==> config.mk <==
export PLATFORM = sky130hd
export DESIGN_NAME = fsk_cid_port
export DESIGN_NICKNAME = d
export VERILOG_FILES = /design/src/fsk_cid_pkg.sv /design/src/fsk_cid_port.sv
export SDC_FILE = /design/constraint.sdc
export NUM_CORES = 1
export LEC_CHECK = 0
export ABC_AREA = 1
export BUFFER_PORTS_ARGS = -buffer_cell sky130_fd_sc_hd__buf_2
export CORE_MARGIN = 5
export CORE_UTILIZATION = 44
export DETAILED_ROUTE_END_ITERATION = 8
export PLACE_DENSITY_LB_ADDON = 0.08
export SETUP_SLACK_MARGIN = 0.3
export SLEW_MARGIN = 40
export SYNTH_ARGS = -nofsm -noshare
export SYNTH_HDL_FRONTEND = slang
export SYNTH_SLANG_ARGS = --single-unit
==> constraint.sdc <==
create_clock -name aclk -period 2.9 [get_ports aclk]
set_input_delay 0.145 -clock aclk [delete_from_list [all_inputs] [get_ports aclk]]
set_output_delay 0.145 -clock aclk [all_outputs]
set_load 0.01 [all_outputs]
==> src/fsk_cid_pkg.sv <==
// constants, register map and pin bundles for the caller-identity serial port
// assumes a 20 MHz aclk and an analog front end that delivers logic levels
//
// Notes on behaviour
// - demodulated mark gives 1, space gives 0; both tone plans accepted.
// - receiver takes 1200 baud serial bits within 12 baud either way.
// - each demodulated bit reaches serial data output within 5 ms; passed through only while the shifter is idle.
// - carrier present goes low within 25 ms of valid modulation.
// - carrier present returns high no sooner than 8 ms; 8 ms hysteresis.
// - mode 0 bit clock driven by device, phases 415 to 417 us.
// - mode 0 data stable 6 us before and after the bit clock edge.
// - mode 0 byte ready low 416 us, 416 us after last clock rise.
// - alert tone reported present 0.5 to 10 ms after it starts.
// - alert tone reported absent 0.1 to 8 ms after it stops.
// - all serial timing derives from one reference clock.
// - external 15 ms guard gives tone-absent total of 15 to 25 ms.
// - ring trigger output follows the ringing envelope.
// - ringing alone never asserts carrier present.
package fsk_cid_pkg;

  // ==========================================================================
  // timing
  localparam int CLK_KHZ         = 20000;
  localparam int HALF_BIT_US     = 416;
  localparam int HALF_BIT_CYC    = HALF_BIT_US * CLK_KHZ / 1000;
  localparam int BAUD            = 1200;
  localparam int BIT_CYC         = CLK_KHZ * 1000 / BAUD;
  localparam int CARRIER_ON_MS   = 10;
  localparam int CARRIER_ON_CYC  = CARRIER_ON_MS * CLK_KHZ;
  localparam int CARRIER_OFF_MS  = 8;
  localparam int CARRIER_OFF_CYC = CARRIER_OFF_MS * CLK_KHZ;
  localparam int ALERT_ON_US     = 1000;
  localparam int ALERT_ON_CYC    = ALERT_ON_US * CLK_KHZ / 1000;
  localparam int ALERT_OFF_US    = 1000;
  localparam int ALERT_OFF_CYC   = ALERT_OFF_US * CLK_KHZ / 1000;
  localparam int CNT_W           = 24;
  localparam int BITS_PER_BYTE   = 8;

  // ==========================================================================
  // register map
  localparam int          ADDR_W      = 4;
  localparam logic [3:0]  REG_CTRL    = 4'h0;
  localparam logic [3:0]  REG_STATUS  = 4'h4;
  localparam logic [3:0]  REG_RXDATA  = 4'h8;
  localparam logic [1:0]  CTRL_RESET  = 2'h0;
  localparam int          CTRL_MODE   = 0;
  localparam int          CTRL_DEMOD  = 1;
  localparam int          ST_CARRIER  = 0;
  localparam int          ST_TONE     = 1;
  localparam int          ST_RING     = 2;
  localparam int          ST_AVAIL    = 3;
  localparam int          ST_OVERRUN  = 4;
  localparam int          ST_FRAMEERR = 5;
  localparam int          ST_MODE     = 6;
  localparam logic [1:0]  RESP_OKAY   = 2'h0;
  localparam logic [1:0]  RESP_SLVERR = 2'h2;

  // ==========================================================================
  // pin bundles
  typedef struct packed {
    logic mark_bit;
    logic band_energy;
    logic alert_tone;
    logic ring_env;
    logic host_clock;
  } line_in_type;

  typedef struct packed {
    logic serial_data;
    logic serial_bit_clock;
    logic serial_bit_clock_oe;
    logic byte_ready_strobe_n;
    logic carrier_present_n;
    logic tone_valid_delayed;
    logic ring_trigger_out;
  } line_out_type;

endpackage

==> src/fsk_cid_port.sv <==
// caller-identity serial port: byte receiver, 3-wire shifter, detectors
// assumes line_in pins are asynchronous levels; registers via AXI4-Lite
//
// Local design decisions: the placing of the registers and the AXI4-Lite register port.
`timescale 1ns/10ps
module fsk_cid_port #(
  parameter int HALF_BIT_CYCLES    = fsk_cid_pkg::HALF_BIT_CYC,
  parameter int BIT_CYCLES         = fsk_cid_pkg::BIT_CYC,
  parameter int CARRIER_ON_CYCLES  = fsk_cid_pkg::CARRIER_ON_CYC,
  parameter int CARRIER_OFF_CYCLES = fsk_cid_pkg::CARRIER_OFF_CYC,
  parameter int ALERT_ON_CYCLES    = fsk_cid_pkg::ALERT_ON_CYC,
  parameter int ALERT_OFF_CYCLES   = fsk_cid_pkg::ALERT_OFF_CYC
)(
  input  wire logic                             aclk,
  input  wire logic                             aresetn,
  input  wire logic [fsk_cid_pkg::ADDR_W-1:0]   awaddr,
  input  wire logic                             awvalid,
  output      logic                             awready,
  input  wire logic [31:0]                      wdata,
  input  wire logic [3:0]                       wstrb,
  input  wire logic                             wvalid,
  output      logic                             wready,
  output      logic [1:0]                       bresp,
  output      logic                             bvalid,
  input  wire logic                             bready,
  input  wire logic [fsk_cid_pkg::ADDR_W-1:0]   araddr,
  input  wire logic                             arvalid,
  output      logic                             arready,
  output      logic [31:0]                      rdata,
  output      logic [1:0]                       rresp,
  output      logic                             rvalid,
  input  wire logic                             rready,
  input  wire fsk_cid_pkg::line_in_type         line_in,
  output      fsk_cid_pkg::line_out_type        line_out
);
  import fsk_cid_pkg::*;

  // ==========================================================================
  // elaboration checks
  if (HALF_BIT_CYCLES < 2 || BIT_CYCLES < 4 ||
      CARRIER_ON_CYCLES < 1 || CARRIER_OFF_CYCLES < 1 ||
      ALERT_ON_CYCLES < 1 || ALERT_OFF_CYCLES < 1)
  begin : g_bad_small
    $error("timing parameter too small");
  end
  if (HALF_BIT_CYCLES >= 2**CNT_W || BIT_CYCLES >= 2**CNT_W ||
      CARRIER_ON_CYCLES >= 2**CNT_W || CARRIER_OFF_CYCLES >= 2**CNT_W ||
      ALERT_ON_CYCLES >= 2**CNT_W || ALERT_OFF_CYCLES >= 2**CNT_W)
  begin : g_bad_large
    $error("timing parameter exceeds counter width");
  end

  typedef enum logic [1:0] {RX_IDLE, RX_START, RX_DATA, RX_STOP} rx_state_type;
  typedef enum logic [2:0] {TX_IDLE, TX_LOW, TX_HIGH, TX_READY, TX_HOLD}
    tx_state_type;

  localparam logic [CNT_W-1:0] HALF_LAST = CNT_W'(HALF_BIT_CYCLES - 1);
  localparam logic [CNT_W-1:0] BIT_LAST  = CNT_W'(BIT_CYCLES - 1);
  localparam logic [CNT_W-1:0] MID_LAST  = CNT_W'(BIT_CYCLES / 2 - 1);
  localparam logic [2:0]       LAST_BIT  = 3'(BITS_PER_BYTE - 1);

  function automatic logic [1:0] reg_index(input logic [ADDR_W-1:0] a);
    reg_index = a[3:2];
  endfunction

  function automatic logic reg_mapped(input logic [ADDR_W-1:0] a);
    reg_mapped = (a == REG_CTRL) || (a == REG_STATUS) || (a == REG_RXDATA);
  endfunction

  // ==========================================================================
  // pin synchronisers
  line_in_type sync1_q;
  line_in_type sync2_q;
  logic        host_clk_q;

  always_ff @(posedge aclk)
  begin
    if (!aresetn)
    begin
      sync1_q    <= '0;
      sync2_q    <= '0;
      host_clk_q <= 1'b0;
    end
    else
    begin
      sync1_q    <= line_in;
      sync2_q    <= sync1_q;
      host_clk_q <= sync2_q.host_clock;
    end
  end

  logic [1:0] ctrl_q;
  wire        mode1     = ctrl_q[CTRL_MODE];
  wire        demod_en  = ctrl_q[CTRL_DEMOD];
  wire        host_rise = sync2_q.host_clock && !host_clk_q;
  // disabled demodulator idles at mark so speech never frames bytes
  wire        rx_bit    = demod_en ? sync2_q.mark_bit : 1'b1;

  // ==========================================================================
  // carrier and alert qualifiers
  wire [1:0] det_raw = {sync2_q.alert_tone, sync2_q.band_energy};
  wire [1:0] det;

  for (genvar g = 0; g < 2; g++)
  begin : g_qual
    localparam int ON_C  = (g == 0) ? CARRIER_ON_CYCLES  : ALERT_ON_CYCLES;
    localparam int OFF_C = (g == 0) ? CARRIER_OFF_CYCLES : ALERT_OFF_CYCLES;
    logic [CNT_W-1:0] cnt_q;
    logic             st_q;
    wire              differ = det_raw[g] != st_q;
    wire [CNT_W-1:0]  limit  = st_q ? CNT_W'(OFF_C - 1) : CNT_W'(ON_C - 1);

    // change only after a full run of the opposite level: hysteresis
    always_ff @(posedge aclk)
    begin
      if (!aresetn)
      begin
        cnt_q <= '0;
        st_q  <= 1'b0;
      end
      else if (!differ)
        cnt_q <= '0;
      else if (cnt_q == limit)
      begin
        cnt_q <= '0;
        st_q  <= det_raw[g];
      end
      else
        cnt_q <= cnt_q + 1'b1;
    end
    assign det[g] = st_q;
  end

  wire carrier = det[0];
  wire tone_ok = det[1];

  // ==========================================================================
  // byte receiver
  rx_state_type     rx_st_q;
  logic [CNT_W-1:0] rx_cnt_q;
  logic [2:0]       rx_idx_q;
  logic [7:0]       rx_sh_q;
  logic [7:0]       rx_byte_q;
  logic             rx_done_q;
  logic             rx_ferr_q;

  wire rx_mid  = rx_cnt_q == MID_LAST;
  wire rx_full = rx_cnt_q == BIT_LAST;

  // sampling mid-bit leaves margin for 1 % rate error over ten bits
  always_ff @(posedge aclk)
  begin
    if (!aresetn)
    begin
      rx_st_q   <= RX_IDLE;
      rx_cnt_q  <= '0;
      rx_idx_q  <= '0;
      rx_sh_q   <= '0;
      rx_byte_q <= '0;
      rx_done_q <= 1'b0;
      rx_ferr_q <= 1'b0;
    end
    else
    begin
      rx_done_q <= 1'b0;
      rx_ferr_q <= 1'b0;
      rx_cnt_q  <= rx_cnt_q + 1'b1;
      case (rx_st_q)
        RX_IDLE:
        begin
          rx_cnt_q <= '0;
          if (!rx_bit && carrier)
            rx_st_q <= RX_START;
        end
        RX_START:
          if (rx_mid)
          begin
            rx_cnt_q <= '0;
            rx_idx_q <= '0;
            rx_st_q  <= rx_bit ? RX_IDLE : RX_DATA;
          end
        RX_DATA:
          if (rx_full)
          begin
            rx_cnt_q <= '0;
            rx_sh_q  <= {rx_bit, rx_sh_q[7:1]};
            rx_idx_q <= rx_idx_q + 1'b1;
            if (rx_idx_q == LAST_BIT)
              rx_st_q <= RX_STOP;
          end
        RX_STOP:
          if (rx_full)
          begin
            rx_st_q   <= RX_IDLE;
            rx_done_q <= rx_bit;
            rx_ferr_q <= !rx_bit;
            if (rx_bit)
              rx_byte_q <= rx_sh_q;
          end
        default:
          rx_st_q <= RX_IDLE;
      endcase
    end
  end

  // ==========================================================================
  // 3-wire shifter
  tx_state_type     tx_st_q;
  logic [CNT_W-1:0] tx_cnt_q;
  logic [2:0]       tx_idx_q;
  logic [7:0]       tx_sh_q;

  wire tx_half = tx_cnt_q == HALF_LAST;
  wire tx_busy = tx_st_q != TX_IDLE;

  always_ff @(posedge aclk)
  begin
    if (!aresetn)
    begin
      tx_st_q  <= TX_IDLE;
      tx_cnt_q <= '0;
      tx_idx_q <= '0;
      tx_sh_q  <= '0;
    end
    else
    begin
      tx_cnt_q <= tx_half ? '0 : tx_cnt_q + 1'b1;
      case (tx_st_q)
        TX_IDLE:
        begin
          tx_cnt_q <= '0;
          tx_idx_q <= '0;
          if (rx_done_q)
          begin
            tx_sh_q <= rx_byte_q;
            tx_st_q <= mode1 ? TX_HOLD : TX_LOW;
          end
        end
        TX_LOW:
          if (tx_half)
            tx_st_q <= TX_HIGH;
        TX_HIGH:
          if (tx_half)
          begin
            // data moves on the falling edge, a full phase from either rise
            tx_sh_q  <= tx_sh_q >> 1;
            tx_idx_q <= tx_idx_q + 1'b1;
            tx_st_q  <= (tx_idx_q == LAST_BIT) ? TX_READY : TX_LOW;
          end
        TX_READY:
          if (tx_half)
            tx_st_q <= TX_IDLE;
        TX_HOLD:
          if (host_rise)
          begin
            // host keeps its clock low around the strobe edge
            tx_sh_q  <= tx_sh_q >> 1;
            tx_idx_q <= tx_idx_q + 1'b1;
            if (tx_idx_q == LAST_BIT)
              tx_st_q <= TX_IDLE;
          end
        default:
          tx_st_q <= TX_IDLE;
      endcase
    end
  end

  // ==========================================================================
  // pin outputs
  line_out_type out_d;
  line_out_type out_q;

  // idle shifter passes the live demodulated bit straight through
  assign out_d.serial_data         = tx_busy ? tx_sh_q[0] : rx_bit;
  assign out_d.serial_bit_clock    = !mode1 && tx_st_q == TX_HIGH;
  assign out_d.serial_bit_clock_oe = !mode1;
  assign out_d.byte_ready_strobe_n = !(tx_st_q == TX_READY ||
                                       (tx_st_q == TX_HOLD &&
                                        tx_idx_q == '0));
  assign out_d.carrier_present_n   = !carrier;
  assign out_d.tone_valid_delayed  = tone_ok;
  assign out_d.ring_trigger_out    = sync2_q.ring_env;

  always_ff @(posedge aclk)
  begin
    if (!aresetn)
      out_q <= '{byte_ready_strobe_n: 1'b1, carrier_present_n: 1'b1,
                 serial_bit_clock_oe: 1'b1, serial_data: 1'b1,
                 default: 1'b0};
    else
      out_q <= out_d;
  end
  assign line_out = out_q;

  // ==========================================================================
  // AXI4-Lite slave
  logic [ADDR_W-1:0] aw_addr_q;
  logic              aw_have_q;
  logic [31:0]       w_data_q;
  logic [3:0]        w_strb_q;
  logic              w_have_q;
  logic              bvalid_q;
  logic [1:0]        bresp_q;
  logic              rvalid_q;
  logic [1:0]        rresp_q;
  logic [31:0]       rdata_q;
  logic              avail_q;
  logic              overrun_q;
  logic              ferr_q;
  logic [31:0]       status_word;

  assign awready = !aw_have_q && !bvalid_q;
  assign wready  = !w_have_q && !bvalid_q;
  assign arready = !rvalid_q;
  assign bvalid  = bvalid_q;
  assign bresp   = bresp_q;
  assign rvalid  = rvalid_q;
  assign rresp   = rresp_q;
  assign rdata   = rdata_q;

  wire aw_take  = awvalid && awready;
  wire w_take   = wvalid && wready;
  wire ar_take  = arvalid && arready;
  wire do_write = aw_have_q && w_have_q;
  wire wr_low   = do_write && w_strb_q[0];
  wire wr_ctrl  = wr_low && aw_addr_q == REG_CTRL;
  wire wr_stat  = wr_low && aw_addr_q == REG_STATUS;
  wire rd_pop   = ar_take && araddr == REG_RXDATA;
  wire ovr_set  = rx_done_q && (avail_q || tx_busy);

  always_comb
  begin
    status_word              = '0;
    status_word[ST_CARRIER]  = carrier;
    status_word[ST_TONE]     = tone_ok;
    status_word[ST_RING]     = sync2_q.ring_env;
    status_word[ST_AVAIL]    = avail_q;
    status_word[ST_OVERRUN]  = overrun_q;
    status_word[ST_FRAMEERR] = ferr_q;
    status_word[ST_MODE]     = mode1;
  end

  wire [31:0] rd_mux = (reg_index(araddr) == reg_index(REG_CTRL)) ?
                         {30'h0, ctrl_q} :
                       (reg_index(araddr) == reg_index(REG_STATUS)) ?
                         status_word : {24'h0, rx_byte_q};

  always_ff @(posedge aclk)
  begin
    if (!aresetn)
    begin
      aw_addr_q <= '0;
      aw_have_q <= 1'b0;
      w_data_q  <= '0;
      w_strb_q  <= '0;
      w_have_q  <= 1'b0;
      bvalid_q  <= 1'b0;
      bresp_q   <= RESP_OKAY;
      rvalid_q  <= 1'b0;
      rresp_q   <= RESP_OKAY;
      rdata_q   <= '0;
      ctrl_q    <= CTRL_RESET;
    end
    else
    begin
      if (aw_take)
      begin
        aw_addr_q <= awaddr;
        aw_have_q <= 1'b1;
      end
      if (w_take)
      begin
        w_data_q <= wdata;
        w_strb_q <= wstrb;
        w_have_q <= 1'b1;
      end
      if (do_write)
      begin
        aw_have_q <= 1'b0;
        w_have_q  <= 1'b0;
        bvalid_q  <= 1'b1;
        bresp_q   <= reg_mapped(aw_addr_q) ? RESP_OKAY : RESP_SLVERR;
      end
      else if (bvalid_q && bready)
        bvalid_q <= 1'b0;
      if (wr_ctrl)
        ctrl_q <= w_data_q[1:0];
      if (ar_take)
      begin
        rvalid_q <= 1'b1;
        rresp_q  <= reg_mapped(araddr) ? RESP_OKAY : RESP_SLVERR;
        rdata_q  <= reg_mapped(araddr) ? rd_mux : 32'h0;
      end
      else if (rvalid_q && rready)
        rvalid_q <= 1'b0;
    end
  end

  // a new event outranks a clear arriving in the same cycle
  always_ff @(posedge aclk)
  begin
    if (!aresetn)
    begin
      avail_q   <= 1'b0;
      overrun_q <= 1'b0;
      ferr_q    <= 1'b0;
    end
    else
    begin
      avail_q   <= rx_done_q || (avail_q && !rd_pop);
      overrun_q <= ovr_set ||
                   (overrun_q && !(wr_stat && w_data_q[ST_OVERRUN]));
      ferr_q    <= rx_ferr_q ||
                   (ferr_q && !(wr_stat && w_data_q[ST_FRAMEERR]));
    end
  end

endmodule

---- Word-level counts from Yosys, hierarchy flattened ----
Index checks and enable logic that the tools add are counted.
cells by class
  add/sub/neg operators ................... 6
  equality and inequality tests ........... 32
  muxes and demuxes ....................... 41
  bitwise operators ....................... 3
  reduce and logical (&&, ||, !) cells .... 68
operators with widths
  cell                                                    number
  adder 24 x 1 -> 24 bit (second input constant)          4
  one-hot mux 24 bit (3 select lines)                     1
  equality test 24 x 14 -> 1 bit (second input constant)  2
  equality test 24 x 15 -> 1 bit (second input constant)  2
  two-way mux 24 bit                                      2
  two-way mux 8 bit                                       6
  two-way mux 3 bit                                       11
  equality test 24 x 18 -> 1 bit                          1
  one-hot mux 8 bit (3 select lines)                      1
  logical AND 1 bit                                       22
  inequality test 2 bit (second input constant)           11
  two-way mux 2 bit                                       9
  two-way mux 17 bit                                      1
  one-hot mux 3 bit (5 select lines)                      1
  logical NOT 1 bit                                       12
  AND reduction 3 bit                                     4
  equality test 3 bit (second input constant)             3
  logical OR 1 bit                                        9
  one-hot mux 3 bit (3 select lines)                      1
  OR reduction 3 bit                                      3
  equality test 4 x 3 -> 1 bit (second input constant)    2
  equality test 4 bit (second input constant)             2
  logical NOT 4 bit                                       2
  one-hot mux 2 bit (4 select lines)                      1
  other kinds (18)                                        37
storage, ports and cells
  register bits ........................... 209
  input port bits ......................... 56
  output and inout port bits .............. 48
  word-level logic and storage cells ...... 197

---- Logic depth before layout (Yosys ltp) ----
Gate-level depths: netlist of run 1.
  depth in word-level cells ............... 7
  depth in mapped cells ................... 13
  depth with buffers taken out ............ 12

---- Least setup slack after synthesis of run 1 ----
No wires, ideal clock.
  path kind ............................... register to register
  start point ............................. reg g_qual[1].cnt_q[0]
  end point ............................... reg g_qual[1].cnt_q[16]
  arrival ................................. 1472 ps
  data required time ...................... 2783 ps
  setup slack ............................. 1310 ps
  stages on the path, launching flop included .. 12
  path buffers ............................ 0
  path through ............................ dfxtp_1 > ha_1 > nand2_1 > inv_1 > nand2_1 > inv_1 > nand2_1 > inv_1 > nand2_1 > nor2_2 > xor2_1 > nor2_1
on the way
  cells in the longest elaborated chain, start to end .. 2
  elaborated cells on any way between the ends .. 3
ends and longest elaborated chain
  item                                                            RTL line             text
  start, declared                                                 fsk_cid_port.sv:108  logic [CNT_W-1:0] cnt_q;
  start signal, assigned                                          fsk_cid_port.sv:129  cnt_q <= cnt_q + 1'b1;
  branches (longest 2 deep; another with adder 24 x 1 -> 24 bit)  n/a
Several ways; the timed one is not identified.
A chain may end at the register's enable or synchronous reset.

---- Final worst setup path of run 1 ----
  start point ............................. reg g_qual[1].cnt_q[0]
  end point ............................... reg g_qual[1].cnt_q[22]
Same word-level chain as after synthesis.

==> results.md, run 1 <==
| Result | Value |
|:---|:---|
| Area of the core | 20000 µm² |
| Largest delay share family, worst path | simple AND/OR/NAND/NOR gates |
| Via count | 7771 |
| Area of the die | 23200 µm² |
| Number of warnings printed during yosys synthesis | 0 |
| GPL Wtd Cong | 0.845 |
| Total routing usage reported by global routing | 17.3% |
| Starting density of the core | 44.4% |
| End of the worst register-to-register path | g_qual[1].cnt_q[22] |
| Endpoint of the most critical setup path | g_qual[1].cnt_q[22] |
| F_max | 481 MHz |
| Total clock sinks | 181 |
| Critical Path Sink Type | flop |
| Worst slew margin | 54.2% |
| Post-synthesis cell area | 8890 µm² |
| Post-layout min period | 2080 ps |
| Area used by multi-input combinational logic | 4400 µm² |
| Type of the tightest min-delay check | in2reg |
| Clock skew after layout | 10.2 ps |
| Cell at the root of the clock tree | clkbuf_16 |
| Fraction of final layout cells sized beyond drive strength 1 | 9.32% |
| Quantity of gates resized following cts | 0 |
| CTS buffer count | 17 |
| Reg2Reg Depth | 10 |
| Inserted Diodes | 0 |
| Sum of negative setup slack | 0 ps |
| Final Max Tran Viols | 0 |
| Worst Path Required | 3230 ps |
| Average vias per placed instance | 4.73 |
| XOR/XNOR Fraction of Synth Area | 4.04% |
| Post-route design area | 10000 µm² |
| Die span in y | 152 µm |
| Initial DRC Count | 347 |
| Static leakage | 0.00399 µW |
| Wire length of the first global-routing pass | 34.0 mm |
| Final hold violations | 0 |
| Slowest Stage Delay on Critical Path | 490 ps |
| Share of the clock period used by the worst path after layout | 71.7% |
| Most area-hungry cell type in the Yosys netlist | dfxtp_1 |
| Number of standard cells after synthesis | 1300 |
| Total of endpoints with negative setup slack in the final report | 0 |
| Port Buffer Count | 46 |
| Number of antenna violations at the first check in global routing | 0 |
| Multiplexer fraction of the synthesized cell area | 0% |
| Critical Setup Path Class | reg2reg |
| Number of buffers between clock root and the deepest sink | 2 |
| Setup repair after global routing missed its margin | no |
| Synth Register Bits | 181 |
| Number of global-route vias before repair | 7203 |
| Portion of synthesized cell area occupied by the leading cell type | 40.7% |
| Actual transition at the worst max-transition pin | 684 ps |
| Area added between synthesis and finish | 12.4% |
| Type of origin of the critical path | flop |
| Largest net degree at the start of global routing | 49 |
| Count of buffer and inverter cells on the critical path | 3 |
| CP Depth | 10 |
| Main combinational cell family by area after synthesis | simple AND/OR/NAND/NOR gates |
| Power density of the placed cells | 579 nW/µm² |
| Setup slack on the worst flop-to-flop path | 820 ps |
| Post-synthesis average cell area | 6.84 µm² |
| Number of inserted filler cells in the final layout | 2144 |
| Number of optimization iterations in the first detailed-route pass | 5 |
| Post-synthesis simple-gate area fraction | 36.1% |
| Launching point of the worst reg2reg path | g_qual[1].cnt_q[0] |
| Detailed placer's ending HPWL | 14.5 mm |
| Number of nets still failing antenna checks after routing | 0 |
| Fraction of the mapped netlist area in compound gates | 6.67% |
| Library cell contributing the largest single delay on the critical path | nand2_1 |
| Number of core rows | 52 |
| Synth Area in Adders | 1.55% |
| Die span in x | 152 µm |
| Cell types with the largest area share after synthesis | dfxtp_1 41%, nand2_1 12%, nor2_1 10%, inv_1 6.6%, nand3_1 3.6% |
| Startpoint of the worst setup timing path | g_qual[1].cnt_q[0] |
| Largest voltage drop on the vdd net | 0.384 mV |
| Cell type with the highest occurrence count on the critical path | nand2_1 |
| Max Cap Viol | 0 |
| Proportion of synthesized chip area in sequential cells | 40.7% |
| Core Util, Final | 49.9% |
| FF+latch area | 3620 µm² |
| DRT Wirelength | 19.6 mm |
| CTS clk-pin slew, worst paths | 70 ps |
| Total number of H-tree levels | 4 |
| Count of pins on the block boundary | 104 |
| Status | completed |
| Tightest hold margin | 22.4 ps |
| Unique cell type count in the Yosys netlist | 45 |
| Number of remaining DRC errors | 0 |
| Post-layout net count | 1428 |
| WL per Instance | 11.9 µm |
| Placed Area | 9280 µm² |
| Number of setup buffers added after CTS | 0 |
| Data arrival time of the critical path | 2400 ps |
| GR Overflow Total | 0 |
| Max FO, Critical Path | 17 |
| TritonCTS clock tree | done |
| Clock insertion delay at the later pin of the skew report | 440 ps |
| CP cell instances | buf_4 -> ha_1 -> nand2_1 -> inv_1 -> nand2_1 -> nor2_1 -> nand4_1 -> nand2_1 -> buf_4 -> a21oi_1 |
==> worst min path at each step <==
| stage | slack [ps] | startpoint | cells past startpoint | to |
|---|---|---|---|---|
| 6_report | 20 | wdata[4] | 3 | w_data_q[4] |
| 5_1_grt | 40 | rready | 3 | rvalid |
| 4_1_cts | 10 | wdata[4] | 3 | w_data_q[4] |
| 3_5_place_dp | 360 | line_in[0] | 3 | sync1_q[0] |
| 3_3_place_gp | 350 | line_in[0] | 3 | sync1_q[0] |
| 2_1_floorplan | 240 | line_in[0] | 2 | sync1_q[0] |
==> timing repair <==
action | in CTS | in global routing
setup endpoints to repair | 0 | 0
hold endpoints to repair | 14 | 0
hold buffers | 14 | 0
==> power by group <==
| part | internal, µW | switching [µW] |
|---|---|---|
| Sequential | 2610 | 64.9 |
| Clock | 1220 | 1080 |
| Combinational | 271 | 550 |
==> final cells by class <==
cell class | instances | area share [%]
multi-input cells | 926 | 44.0
clock buffers | 17 | 4.25
flip-flops and latches | 181 | 36.2
clock inverters | 15 | 1.58
repair buffers | 67 | 4.23
inverters | 168 | 6.31
well taps | 270 | 3.38
==> cell usage after synthesis, drive strengths merged <==
cell,count
o22ai,1
nor4,4
o21ai,49
nand2,301
nor3b,10
nand3b,4
or2,6
o21bai,2
o31ai,1
nand4,38
xor2,28
inv,166
o21a,2
a31oi,4
conb,1
clkbuf,6
buf,44
nand3,69
a21oi,52
xnor2,13
clkinv,2
or3,1
ha,11
nor2,259
nor3,43
a22oi,2
dfxtp,181
==> tightest hold or removal path: stages <==
cell     delay [ps]
buf_2            80
o21ai_0          80
a21oi_1         110
==> sequential cells by signal, indices dropped and copies added (netlist names), 3 cells and up, named ones only <==
| name | cells |
|---|---|
| tx_sh_q | 8 |
| rx_sh_q | 8 |
| rx_cnt_q | 24 |
| rx_idx_q | 3 |
| w_data_q | 4 |
| tx_cnt_q | 24 |
| tx_idx_q | 3 |
| rx_byte_q | 8 |
| rdata | 8 |
| tx_st_q | 3 |
| line_out | 7 |
| sync1_q | 5 |
| aw_addr_q | 4 |
| g_qual.cnt_q | 48 |
==> cell usage in the layout (no fill, tap or decap), types with 11 or more instances in the layout <==
cell type      netlist  layout
dlygate4sd3_1        0      14
xnor2_1             13      13
ha_1                11      11
nand2_1            294     294
nor3_1              40      40
a21oi_1             52      52
o21ai_0             43      43
xor2_1              28      28
nand3_1             64      64
buf_2               10      46
nor2_1             246     246
clkbuf_16            0      17
conb_1               1      26
nand4_1             37      37
dfxtp_1            181     181
inv_1              157     157
==> cell families after synthesis <==
logic type                 count (synthesis)
other                                      1
xor gates and xnor gates                  41
buffers and inverters                    218
adders and majority gates                 11
AOI/OAI and AO/OA                        113
DFF                                      181
and+or+nand+nor                          735
==> stage by stage <==
step           cells  total power, µW  setup WS, ps
6_report        1644             5790           820
5_1_grt         1644             6140           539
4_1_cts         1644             5870           762
3_5_place_dp    1598             3540           773
3_3_place_gp    1598             3530           800
2_1_floorplan   1325             3390          1310
==> routing by layer <==
layer  wire [µm]  vias to the layer above  global-route usage (%)  share of wire [%]
met5           0                        -                       0                  0
met4         246                        0                    4.84                1.3
met3         607                       17                    3.35                3.1
met2        8780                       89                    27.4                 45
met1        9990                     3483                    24.0                 51
li1            -                     4182                       -                  -
(Power assumes the default switching activity.)
==> run 2: changes to the inputs <==
- clock period: 2.9 -> 1.8 ns (I/O delays scaled with it)
==> results.md, run 2 (synthesis gave the netlist of run 1 again) <==
| Result | Value | Delta |
|:---|:---|:---|
| Critical Path Sink Type | flop |  |
| Launching point of the worst reg2reg path | rx_cnt_q[1] |  |
| Number of core rows | 52 | unchanged |
| Biggest registers after layout | g_qual.cnt_q x48, rx_cnt_q x24, tx_cnt_q x24 |  |
| Static leakage | 0.00466 µW | +17% |
| Worst-case setup margin in the final layout | 169 ps | -651 ps |
| Total number of H-tree levels | 4 | unchanged |
| Number of optimization iterations in the first detailed-route pass | 7 | +2 |
| CTS clk-pin slew, worst paths | 70 ps | about the same |
| Setup slack on the worst flop-to-flop path | 170 ps | -650 ps |
| Die span in y | 152 µm | unchanged |
| Critical Setup Path Class | reg2reg |  |
| Endpoint of the most critical setup path | rx_cnt_q[19] |  |
| Sum of negative setup slack | 0 ps | unchanged |
| Number of remaining DRC errors | 0 | unchanged |
| Worst Path Required | 2170 ps | -1060 ps |
| Cell at the root of the clock tree | clkbuf_16 |  |
| Type of the tightest min-delay check | in2reg |  |
| Final Max Tran Viols | 0 | unchanged |
| Starting density of the core | 44.4% | unchanged |
| Clock skew after layout | 13.3 ps | +3.08 ps |
| Clock insertion delay at the later pin of the skew report | 440 ps | about the same |
| Wire length of the first global-routing pass | 36.9 mm | +8.4% |
| CP cell instances | inv_2 -> ha_4 -> nand2_2 -> clkinv_2 -> nand2_4 -> nor2_4 -> buf_6 -> nand3_4 -> nand2_4 -> nand3_4 -> nand2_8 -> buf_12 -> buf_12 -> nor2_1 |  |
| Final hold violations | 0 | unchanged |
| WL per Instance | 13.2 µm | +11% |
| Total routing usage reported by global routing | 18.9% | +1.7 points |
| CTS buffer count | 17 | unchanged |
| Number of flip-flops in the largest register | 48 | unchanged |
| Max FO, Critical Path | 6 | -11 |
| Inserted Diodes | 0 | unchanged |
| Average vias per placed instance | 4.83 | +2.1% |
| Number of global-route vias before repair | 7601 | +5.5% |
| Via count | 8318 | +7.0% |
| Total of endpoints with negative setup slack in the final report | 0 | unchanged |
| Area added between synthesis and finish | 30.6% |  |
| Detailed placer's ending HPWL | 15.2 mm | +5.3% |
| Largest net degree at the start of global routing | 45 | -8.2% |
| DRT Wirelength | 22.8 mm | +16% |
| GPL Wtd Cong | 0.939 | +11% |
| Number of buffers between clock root and the deepest sink | 2 | unchanged |
| Top library cells by usage in the layout, fill and taps aside | 271 x nand2_1, 194 x nor2_1, 148 x inv_1 |  |
| Number of antenna violations at the first check in global routing | 0 | unchanged |
| Count of buffer and inverter cells on the critical path | 5 | +2 |
| Dpl ws | 79.6 ps | -693 ps |
| Reg2Reg Depth | 14 | +4 |
| Number of nets still failing antenna checks after routing | 0 | unchanged |
| Most frequent standard cell in the layout excluding fill and tap cells | nand2_1 |  |
| Count of pins on the block boundary | 104 | unchanged |
| Area of the die | 23200 µm² | unchanged |
| Actual transition at the worst max-transition pin | 555 ps | -129 ps |
| Startpoint of the worst setup timing path | rx_cnt_q[1] |  |
| Total clock sinks | 181 | unchanged |
| Largest delay share family, worst path | simple AND/OR/NAND/NOR gates |  |
| F_max | 613 MHz | +28% |
| End of the worst register-to-register path | rx_cnt_q[19] |  |
| Post-layout min period | 1630 ps | -449 ps |
| TritonCTS clock tree | done |  |
| Worst slew margin | 62.6% | +8.4 points |
| Share of the clock period used by the worst path after layout | 90.6% | +19 points |
| Die span in x | 152 µm | unchanged |
| Data arrival time of the critical path | 2000 ps | -400 ps |
| Library cell contributing the largest single delay on the critical path | dfxtp_2 |  |
| Post-layout net count | 1507 | +5.5% |
| Slowest Stage Delay on Critical Path | 340 ps | -150 ps |
| Initial DRC Count | 367 | +5.8% |
| CP Depth | 14 | +4 |
| Tightest hold margin | 27.4 ps | +5.00 ps |
| Max Cap Viol | 0 | unchanged |
| Largest voltage drop on the vdd net | 0.647 mV | +68% |
| Fraction of final layout cells sized beyond drive strength 1 | 25.7% | +16 points |
| GR Overflow Total | 0 | unchanged |
| Status | completed |  |
| Register with the highest flop count | g_qual.cnt_q |  |
| Setup repair after global routing missed its margin | yes |  |
| Area of the core | 20000 µm² | unchanged |
| Type of origin of the critical path | flop |  |
| Port Buffer Count | 46 | unchanged |
| Power density of the placed cells | 837 nW/µm² | +45% |
-- run 2: per-layer routing --
layer	part of all wire, %	routed length (µm)	vias to the layer above	global-route usage [%]
li1	-	-	4343	-
met1	47	10600	3791	25.7
met2	48	10900	145	30.6
met3	3.3	752	39	3.15
met4	2.0	462	0	6.46
met5	0	0	-	0
-- run 2: worst min-delay path by stage --
| stage | start | to | slack (ps) | depth (start not counted) |
|---|---|---|---|---|
| after detailed placement | line_in[4] | sync1_q[4] | 280 | 3 |
| after floorplan | line_in[0] | sync1_q[0] | 190 | 2 |
| after CTS | araddr[0] | rdata[7] | 6 | 4 |
| after global placement | line_in[4] | sync1_q[4] | 280 | 3 |
| after global routing | araddr[1] | rdata[7] | 50 | 4 |
| final | araddr[1] | rdata[7] | 30 | 4 |
-- run 2: through the flow --
step	power, µW	util (%)	area [µm²]	cells
after floorplan	5450	-	9020	1325
after global placement	5780	47.9	9590	1631
after detailed placement	5790	47.9	9590	1631
after CTS	9630	54.4	10900	1706
after global routing	10300	58.0	11600	1723
final	9720	58.0	11600	1723
-- run 2: power breakdown --
part	internal, µW	switching [µW]
logic	698	1060
clock network	1880	1780
registers	4190	116
total	6770	2960
-- run 2: area by class of cell --
cell class                      instances  area, µm²
Clock inverter                         14        134
Fill cell                            1919       8420
Tap cell                              270        338
Clock buffer                           18        439
Sequential cell                       181       3680
Multi-Input combinational cell        927       5100
Inverter                              168        639
Timing Repair Buffer                  145       1290
-- run 2: timing repair --
| item | in CTS | in global routing |
|---|---|---|
| hold buffers | 17 | 0 |
| endpoints found under the hold margin | 17 | 0 |
| pin swaps | 23 | 46 |
| endpoints found under the setup margin | 118 | 133 |
| setup buffers | 21 | 12 |
| resized for setup | 78 | 163 |
| cloned | 5 | 5 |
-- run 2: worst register-to-register path, delay by kind of cell (launching register included) --
| family | cells | cell delay [ps] |
|---|---|---|
| and+or+nand+nor | 8 | 570 |
| buffers and inverters | 5 | 510 |
| DFF | 1 | 340 |
| adders and majority gates | 1 | 150 |
